<file path="config.mk">
export PLATFORM = sky130hd
export DESIGN_NAME = icmc_core
export DESIGN_NICKNAME = d
export VERILOG_FILES = /design/src/pkg/icmc_pkg.sv /design/src/rtl/icmc_core.sv
export SDC_FILE = /design/constraint.sdc
export NUM_CORES = 1
export LEC_CHECK = 0
export BUFFER_PORTS_ARGS = -buffer_cell sky130_fd_sc_hd__buf_2
export CAP_MARGIN = 20
export CORE_MARGIN = 2
export CORE_UTILIZATION = 55
export CTS_CLUSTER_SIZE = 30
export DETAILED_ROUTE_END_ITERATION = 10
export PLACE_DENSITY = 0.74
export SLEW_MARGIN = 10
export SYNTH_ARGS = -nofsm -noshare
export SYNTH_HDL_FRONTEND = slang
export SYNTH_SLANG_ARGS = --single-unit
</file>
<file path="constraint.sdc">
create_clock -name clk_i -period 3.75 [get_ports clk_i]
set_clock_uncertainty 0.1 [all_clocks]
set_input_delay 0.1875 -clock clk_i [delete_from_list [all_inputs] [get_ports clk_i]]
set_output_delay 0.1875 -clock clk_i [all_outputs]
set_load 0.02 [all_outputs]
</file>
<file path="src/pkg/icmc_pkg.sv">
// package for the input capture mode control block
package icmc_pkg;

	// register word indices (byte address = index * 4)
	localparam logic [3:0] ICMC_IDX_CON1   = 4'h0;
	localparam logic [3:0] ICMC_IDX_CON2   = 4'h1;
	localparam logic [3:0] ICMC_IDX_BUF    = 4'h2;
	localparam logic [3:0] ICMC_IDX_STATUS = 4'h3;
	localparam logic [3:0] ICMC_IDX_MASK   = 4'h4;

	// control one field positions
	localparam int ICMC_MODE_LSB  = 0;
	localparam int ICMC_BNE_BIT   = 3;
	localparam int ICMC_OVF_BIT   = 4;
	localparam int ICMC_CPI_LSB   = 5;
	localparam int ICMC_TSEL_LSB  = 10;
	// control two field positions
	localparam int ICMC_TRIG_BIT  = 7;
	localparam int ICMC_TSTAT_BIT = 6;

	// capture modes
	localparam logic [2:0] ICMC_M_OFF   = 3'h0;
	localparam logic [2:0] ICMC_M_BOTH  = 3'h1;
	localparam logic [2:0] ICMC_M_FALL  = 3'h2;
	localparam logic [2:0] ICMC_M_RISE  = 3'h3;
	localparam logic [2:0] ICMC_M_RISE4 = 3'h4;
	localparam logic [2:0] ICMC_M_RISE16 = 3'h5;
	localparam logic [2:0] ICMC_M_WAKE  = 3'h7;

	// timebase codes
	localparam logic [2:0] ICMC_TB_PERIPH = 3'h7;
	localparam logic [2:0] ICMC_TB_TCLK1  = 3'h4;
	localparam logic [2:0] ICMC_TB_TCLK2  = 3'h1;

	// prescaler terminal counts
	localparam logic [3:0] ICMC_PRE4_LAST  = 4'h3;
	localparam logic [3:0] ICMC_PRE16_LAST = 4'hf;

	// status/mask bit positions
	localparam int ICMC_EV_CAPIRQ = 0;
	localparam int ICMC_EV_OVF    = 1;
	localparam int ICMC_EV_WAKE   = 2;
	localparam int ICMC_EV_W      = 3;

	typedef struct packed {
		logic [3:0]  addr;
		logic [15:0] wdata;
		logic        wr;
		logic        rd;
	} icmc_bus_s;

	typedef struct packed {
		logic        in_d;
		logic [2:0]  mode;
		logic [1:0]  cpi;
		logic [2:0]  tsel;
		logic        trig;
		logic        tstat;
		logic [3:0]  pre;
		logic [1:0]  irqcnt;
		logic [2:0]  cnt;
		logic [1:0]  wp;
		logic [1:0]  rp;
		logic        ovf;
		logic [15:0] timer;
		logic [ICMC_EV_W-1:0] stat;
		logic [ICMC_EV_W-1:0] mask;
		logic [15:0] rdata;
		logic        irq;
		logic        wake;
	} icmc_state_s;

endpackage : icmc_pkg

</file>
<file path="src/rtl/icmc_core.sv">
// input capture mode control: edge select, prescale, capture buffer, status and interrupt
`timescale 1ns/1ps
module icmc_core
	import icmc_pkg::*;
#(
	parameter int DEPTH = 4
) (
	// clock and reset
	input  wire logic        clk_i,
	input  wire logic        rst_i,
	// register port
	input  wire logic [3:0]  addr_i,
	input  wire logic [15:0] wdata_i,
	input  wire logic        wr_i,
	input  wire logic        rd_i,
	output logic      [15:0] rdata_o,
	// capture input, timebase ticks, sync/trigger source, sleep state
	input  wire logic        cap_in_i,
	input  wire logic        tclk1_tick_i,
	input  wire logic        tclk2_tick_i,
	input  wire logic        sync_src_i,
	input  wire logic        sleep_i,
	// interrupts
	output logic             irq_o,
	output logic             wake_o
);

	if (DEPTH != 4) begin : g_depth_check
		$error("icmc_core: DEPTH must be 4");
	end

	icmc_state_s r;
	icmc_state_s next_r;
	logic [15:0] buf_mem [DEPTH];
	icmc_bus_s   bus;
	logic        rise, fall, cap, tick, bne, do_pop, do_push, nfull;
	logic [ICMC_EV_W-1:0] ev_set;

	assign bus = '{addr: addr_i, wdata: wdata_i, wr: wr_i, rd: rd_i};

	always_comb begin
		next_r = r;
		ev_set = '0;
		rise = cap_in_i & ~r.in_d;
		fall = ~cap_in_i & r.in_d;
		next_r.in_d = cap_in_i;
		bne = r.cnt != 3'h0;
		nfull = r.cnt != 3'(DEPTH);
		do_pop = bus.rd && bus.addr == ICMC_IDX_BUF && bne;
		cap = 1'b0;
		next_r.wake = 1'b0;
		// edge selection and prescale
		unique case (r.mode)
			ICMC_M_BOTH: cap = rise | fall;
			ICMC_M_FALL: cap = fall;
			ICMC_M_RISE: cap = rise;
			ICMC_M_RISE4, ICMC_M_RISE16: begin
				if (rise) begin
					next_r.pre = r.pre + 4'h1;
					if (r.pre == ((r.mode == ICMC_M_RISE4) ? ICMC_PRE4_LAST : ICMC_PRE16_LAST)) begin
						cap = 1'b1;
						next_r.pre = 4'h0;
					end
				end
			end
			ICMC_M_WAKE: next_r.wake = rise & sleep_i;
			default: cap = 1'b0;
		endcase
		// timebase tick
		unique case (r.tsel)
			ICMC_TB_PERIPH: tick = 1'b1;
			ICMC_TB_TCLK1:  tick = tclk1_tick_i;
			ICMC_TB_TCLK2:  tick = tclk2_tick_i;
			default:        tick = 1'b0;
		endcase
		// trigger or sync of the capture timer
		if (r.trig) begin
			if (sync_src_i) next_r.tstat = 1'b1;
			if (!r.tstat) next_r.timer = 16'h0000;
			else if (tick) next_r.timer = r.timer + 16'h0001;
		end else if (sync_src_i) begin
			next_r.timer = 16'h0000;
		end else if (tick) begin
			next_r.timer = r.timer + 16'h0001;
		end
		// buffer push with overflow
		do_push = cap && nfull;
		if (cap && !nfull) next_r.ovf = 1'b1;
		if (do_push) next_r.wp = r.wp + 2'h1;
		if (do_pop) next_r.rp = r.rp + 2'h1;
		next_r.cnt = r.cnt + 3'(do_push) - 3'(do_pop);
		// captures per interrupt
		if (cap) begin
			if (r.mode == ICMC_M_BOTH || r.irqcnt == r.cpi) begin
				next_r.irqcnt = 2'h0;
				ev_set[ICMC_EV_CAPIRQ] = 1'b1;
			end else begin
				next_r.irqcnt = r.irqcnt + 2'h1;
			end
		end
		ev_set[ICMC_EV_OVF] = cap && !nfull;
		ev_set[ICMC_EV_WAKE] = next_r.wake;
		next_r.stat = r.stat | ev_set;
		// register writes; a status clear loses to a same-cycle set
		if (bus.wr) begin
			unique case (bus.addr)
				ICMC_IDX_CON1: begin
					next_r.mode = bus.wdata[ICMC_MODE_LSB +: 3];
					next_r.cpi  = bus.wdata[ICMC_CPI_LSB +: 2];
					next_r.tsel = bus.wdata[ICMC_TSEL_LSB +: 3];
					if (bus.wdata[ICMC_MODE_LSB +: 3] == ICMC_M_OFF) begin
						next_r.ovf = 1'b0;
						next_r.cnt = 3'h0;
						next_r.wp = 2'h0;
						next_r.rp = 2'h0;
						next_r.pre = 4'h0;
						next_r.irqcnt = 2'h0;
					end
				end
				ICMC_IDX_CON2: begin
					next_r.trig = bus.wdata[ICMC_TRIG_BIT];
					next_r.tstat = bus.wdata[ICMC_TSTAT_BIT] | (r.trig & sync_src_i);
				end
				ICMC_IDX_STATUS: next_r.stat = next_r.stat & ~(bus.wdata[ICMC_EV_W-1:0] & ~ev_set);
				ICMC_IDX_MASK:   next_r.mask = bus.wdata[ICMC_EV_W-1:0];
				default: ;
			endcase
		end
		// overflow clears once the buffer is drained
		if (do_pop && r.cnt == 3'h1 && !cap) next_r.ovf = 1'b0;
		// read data, one cycle later
		next_r.rdata = 16'h0000;
		if (bus.rd) begin
			unique case (bus.addr)
				ICMC_IDX_CON1: begin
					next_r.rdata[ICMC_MODE_LSB +: 3] = r.mode;
					next_r.rdata[ICMC_BNE_BIT] = bne;
					next_r.rdata[ICMC_OVF_BIT] = r.ovf;
					next_r.rdata[ICMC_CPI_LSB +: 2] = r.cpi;
					next_r.rdata[ICMC_TSEL_LSB +: 3] = r.tsel;
				end
				ICMC_IDX_CON2: begin
					next_r.rdata[ICMC_TRIG_BIT] = r.trig;
					next_r.rdata[ICMC_TSTAT_BIT] = r.tstat;
				end
				ICMC_IDX_BUF:    next_r.rdata = bne ? buf_mem[r.rp] : 16'h0000;
				ICMC_IDX_STATUS: next_r.rdata[ICMC_EV_W-1:0] = r.stat;
				ICMC_IDX_MASK:   next_r.rdata[ICMC_EV_W-1:0] = r.mask;
				default: ;
			endcase
		end
		next_r.irq = |(next_r.stat & next_r.mask);
	end

	always_ff @(posedge clk_i) begin
		if (rst_i) begin
			r <= '0;
		end else begin
			r <= next_r;
		end
	end

	always_ff @(posedge clk_i) begin
		if (do_push) buf_mem[r.wp] <= r.timer;
	end

	assign rdata_o = r.rdata;
	assign irq_o = r.irq;
	assign wake_o = r.wake;

	// assertions
	off_no_cap_a: assert property (@(posedge clk_i) disable iff (rst_i)
		r.mode == ICMC_M_OFF |=> !$rose(r.stat[ICMC_EV_CAPIRQ]))
		else $error("capture irq while off");
	wake_only_a: assert property (@(posedge clk_i) disable iff (rst_i)
		r.mode == ICMC_M_WAKE |-> !do_push)
		else $error("capture in wake mode");
	wake_rise_a: assert property (@(posedge clk_i) disable iff (rst_i)
		r.mode == ICMC_M_WAKE && cap_in_i && !r.in_d && sleep_i |=> wake_o)
		else $error("wake missed");
	bne_read_a: assert property (@(posedge clk_i) disable iff (rst_i)
		rd_i && addr_i == ICMC_IDX_CON1 |=> rdata_o[ICMC_BNE_BIT] == ($past(r.cnt) != 3'h0))
		else $error("nonempty flag wrong");
	ovf_read_a: assert property (@(posedge clk_i) disable iff (rst_i)
		rd_i && addr_i == ICMC_IDX_CON1 |=> rdata_o[ICMC_OVF_BIT] == $past(r.ovf))
		else $error("overflow flag wrong");
	ovf_set_a: assert property (@(posedge clk_i) disable iff (rst_i)
		cap && r.cnt == 3'(DEPTH) && !(wr_i && addr_i == ICMC_IDX_CON1) |=> r.ovf)
		else $error("overflow not set");
	every_edge_a: assert property (@(posedge clk_i) disable iff (rst_i)
		r.mode == ICMC_M_BOTH && cap |=> r.stat[ICMC_EV_CAPIRQ])
		else $error("every-edge irq missed");
	cpi_count_a: assert property (@(posedge clk_i) disable iff (rst_i)
		cap && r.mode != ICMC_M_BOTH && r.irqcnt != r.cpi && !(wr_i && addr_i == ICMC_IDX_CON1)
		|=> r.irqcnt == $past(r.irqcnt) + 2'h1)
		else $error("capture count wrong");
	fall_cap_a: assert property (@(posedge clk_i) disable iff (rst_i)
		r.mode == ICMC_M_FALL && !cap_in_i && r.in_d |-> cap)
		else $error("falling edge missed");
	periph_tick_a: assert property (@(posedge clk_i) disable iff (rst_i)
		r.tsel == ICMC_TB_PERIPH && !r.trig && !sync_src_i && !(wr_i && addr_i == ICMC_IDX_CON1)
		|=> r.timer == $past(r.timer) + 16'h0001)
		else $error("timebase not counting");
	trig_hold_a: assert property (@(posedge clk_i) disable iff (rst_i)
		r.trig && !r.tstat |=> r.timer == 16'h0000)
		else $error("timer ran before trigger");
	cap_c: cover property (@(posedge clk_i) disable iff (rst_i) do_push);
	ovf_c: cover property (@(posedge clk_i) disable iff (rst_i) $rose(r.ovf));
	irq_c: cover property (@(posedge clk_i) disable iff (rst_i) $rose(irq_o));
	wake_c: cover property (@(posedge clk_i) disable iff (rst_i) wake_o);
	trig_c: cover property (@(posedge clk_i) disable iff (rst_i) $rose(r.tstat));

endmodule : icmc_core

</file>
==> impl_metrics.py <==
metrics = {
    "critical_path": {
        "cp.buffers_inverters": 5,
        "crit_slowest_cell": "dlygate4sd3_1",
        "path_cells": "dlygate4sd3_1, buf_2, nor3_2, buf_4, and3_1, and2_1, ha_1, inv_1, ha_1, inv_1, fa_1, xor2_1, xnor2_1, nor2_1",
        "r2r-start": "r[46]$_SDFF_PP0_",
        "cp_max_fo": 12,
        "cp_top_family": "buffers and inverters",
        "crit_path_end_kind": "flip-flop",
        "cp_slowest_stage_delay_ns": 0.53,
        "cp.arrival_ns": 3.24,
        "cp-start-kind": "input port",
        "crit_required_ns": 4.02,
        "critPathLaunch": "addr_i[3]",
        "crit_type": "in -> reg",
    },
    "route": {
        "viasPerCell": 5.752,
        "drc": 0,
        "antenna_left": 0,
        "routed_wl_mm": 11.92,
        "drt-wirelength-per-cell_um": 18.25,
        "dr.pass1.iters": 5,
        "vias": 3756,
        "drt-initial-drc-count": 269,
    },
    "power_and_ir_drop": {
        "cellLeakagePower_nw": 2.547,
        "p_per_area_nw_per_um2": 484.7,
        "peakVddDrop_mv": 0.3061,
    },
    "clock_tree": {
        "cts_tree": "built",
        "hold_buffers": 29,
        "cts_resized": 0,
        "cts_setup_buffers": 0,
        "cts_buffers": 17,
        "root_buffer": "clkbuf_8",
        "cts_max_path_buffers": 2,
        "cts_sinks": 129,
        "path_clk_slew_ns": 0.06,
        "clk_latency_ns": 0.52,
        "ctsHtreeMaxLevel": 4,
    },
    "synth": {
        "synth-simple-area-share_pct": 14.26,
        "synth_top_area_cell": "edfxtp_1",
        "synthAdderAreaFrac_pct": 2.613,
        "synth_compound_area_share_pct": 8.808,
        "yosysWarningCount": 0,
        "yosysSeqAreaShare_pct": 58.03,
        "ys_types": 62,
        "synthArstFlopShare_pct": 0,
        "syn_inst": 450,
        "synth_flop_cell": "dfxtp_1",
        "synth_xor_area_share_pct": 2.996,
        "syn_avg_cell_area_um2": 12.34,
        "yosysTopAreaCellShare_pct": 34.60,
        "syn-cell-area_um2": 5554,
        "synth_mux_area_share_pct": 7.952,
        "synthTopCellsByArea": "edfxtp_1 (35%), dfxtp_1 (23%), mux4_2 (6.5%)",
        "synth_nets": 490,
        "synth_top_family_by_area": "simple AND/OR/NAND/NOR gates",
        "synth_edf_count": 64,
        "synth_seq_cells": 129,
    },
    "floorplanning": {
        "die_y_um": 104.5,
        "core_area_um2": 9774,
        "initial_utilization_pct": 56.82,
        "die_area_um2": 10920,
        "num_rows": 36,
        "fp.dieW_um": 104.5,
        "ios": 47,
    },
    "global_route": {
        "antenna_found_initial": 0,
        "grt_pass1_wl_mm": 19.31,
        "grt_use_total_pct": 23.17,
        "grt_overflow": 0,
        "grt_pass1_vias": 3794,
        "grt_max_degree": 18,
    },
    "sta": {
        "timing.fmax_ghz": 0.3363,
        "fin_ws_ns": 0.7767,
        "maxSlewViolCount": 0,
        "rsz0062_at_grt": "no",
        "timing.final.crit_share_pct": 79.29,
        "slew_headroom_pct": 41.17,
        "min_period_ns": 2.973,
        "worst_pin_slew_ns": 0.8813,
        "finalSetupViolations": 0,
        "timing.final.hold_violations": 0,
        "tns_ns": 0,
    },
    "cells_and_area": {
        "final_util_pct": 67.90,
        "drive_gt1_share_pct": 21.92,
        "syn_to_final_growth_pct": 19.49,
        "final_nets": 547,
        "final_cells": 653,
        "nFillCells": 653,
        "antenna_cells": 0,
    },
    "flow_run": {
        "cap_violations": 0,
    },
    "placement": {
        "dp_slack_ns": 0.8414,
        "place.gp.congestion": 0.8819,
        "portBuffers": 39,
        "dp_hpwl_mm": 7.373,
        "place_inst": 591,
    },
    "run_status": {
        "status": "finished clean",
    },
    "min_path": {
        "worstHoldPathType": "in -> reg",
        "hp-start": "addr_i[1]",
    },
}
-- through the flow --
stage          total power [W]  hold WS [ns]  cell area, um2
6_report              0.003216       0.06550            6636
5_1_grt               0.003303        0.1022            6636
4_1_cts               0.003232       0.03756            6629
3_5_place_dp          0.001569        0.3479            5717
3_3_place_gp          0.001567        0.3262            5717
2_1_floorplan         0.001543        0.2279            5554
-- tightest hold or removal path, delay by kind of cell --
kind	cells	cell delay [ns]
AOI/OAI and AO/OA	1	0.15
and+or+nand+nor	1	0.04
buffers and inverters	2	0.26
-- logic make-up (layout without fill, tap and decap cells) --
family,after synthesis,count (layout)
multiplexers,24,24
adder cells (fa/ha/maj),11,11
flip-flops,129,129
buffers and inverters,51,121
XOR/XNOR,19,19
AO/OA/AOI/OAI,68,68
AND/OR/NAND/NOR,148,148
-- routing by layer --
metal  share of wire, %  GRT usage [%]  vias to the layer above  wire [um]
li1                   -              -                     1745          -
met1                 45          30.45                     1871       5335
met2                 49          37.35                      118       5789
met3                4.7          6.516                       22        560
met4                1.9          7.432                        0        231
met5                  0              0                        -          0
-- final timing paths --
check                           depth (start not counted)                     to  slack, ns
worst max register to register                         11       r[47]$_SDFF_PP0_       0.85
worst min-delay path                                    4  rdata_o[0]$_SDFF_PP0_       0.07
worst min register to register                          2       r[40]$_SDFF_PP0_       0.40
worst max-delay path                                   14       r[47]$_SDFF_PP0_       0.78
-- flip-flops by register name, indices dropped and copies added (netlist names) --
register / flops
buf_mem: 64
r: 47
rdata_o: 16
irq_o: 1
wake_o: 1
-- Yosys cell counts (all sizes together), types with 4 or more instances --
master / number
or3: 6
and2: 4
inv: 14
mux4: 16
nand3: 24
mux2i: 7
clkbuf: 5
a22oi: 6
nand2: 29
ha: 10
nor3: 5
and3: 6
o21ai: 12
nand4: 4
nand4b: 5
nor2: 46
a21oi: 30
xnor2: 16
buf: 32
dfxtp: 65
a211oi: 4
edfxtp: 64
nor2b: 6
-- power by group --
group | switching, W | total (W) | internal, W
registers | 0.00000464 | 0.00147 | 0.00147
logic | 0.0000485 | 0.0000842 | 0.0000358
clock network | 0.000600 | 0.00166 | 0.00106
total | 0.000653 | 0.00322 | 0.00256
-- area by class of cell --
class	count	area, um2	share of cell area [%]
multi-input combinational	270	2034	30.66
tap	133	166.4	2.508
clock inverter	8	87.58	1.320
inverter	14	52.55	0.7919
sequential	129	3223	48.57
clock buffer	24	534.3	8.051
timing repair buffer	75	538.0	8.107
-- cells in the final DEF, fill, tap and decap left out, types with 2 or more instances in the layout --
master         netlist  routed
a22oi_1              6       6
o21ai_0              8       8
buf_2                9      39
clkinv_4             0       3
a21oi_1             29      29
mux2i_1              7       7
buf_4               19       7
nand2_1             28      28
dlygate4sd3_1        0      29
clkbuf_16            0      19
o21ai_1              4       4
nand3_2              3       3
nor3_1               4       4
or2_1                2       2
xnor2_1             16      16
edfxtp_1            64      64
nand4b_1             5       5
a211oi_2             3       3
nand3_1             21      21
a221oi_1             2       2
inv_1               14      14
nor2b_1              5       5
xor2_1               3       3
and2_1               4       4
nand4_1              3       3
and3_1               6       6
nor4_1               2       2
mux4_2              16      16
ha_1                10      10
clkinvlp_4           0       3
or3_1                5       5
a32oi_1              3       3
clkbuf_8             0       4
dfxtp_1             65      65
nor2_1              46      46
Note: power is estimated with default switching activity, not from simulation.
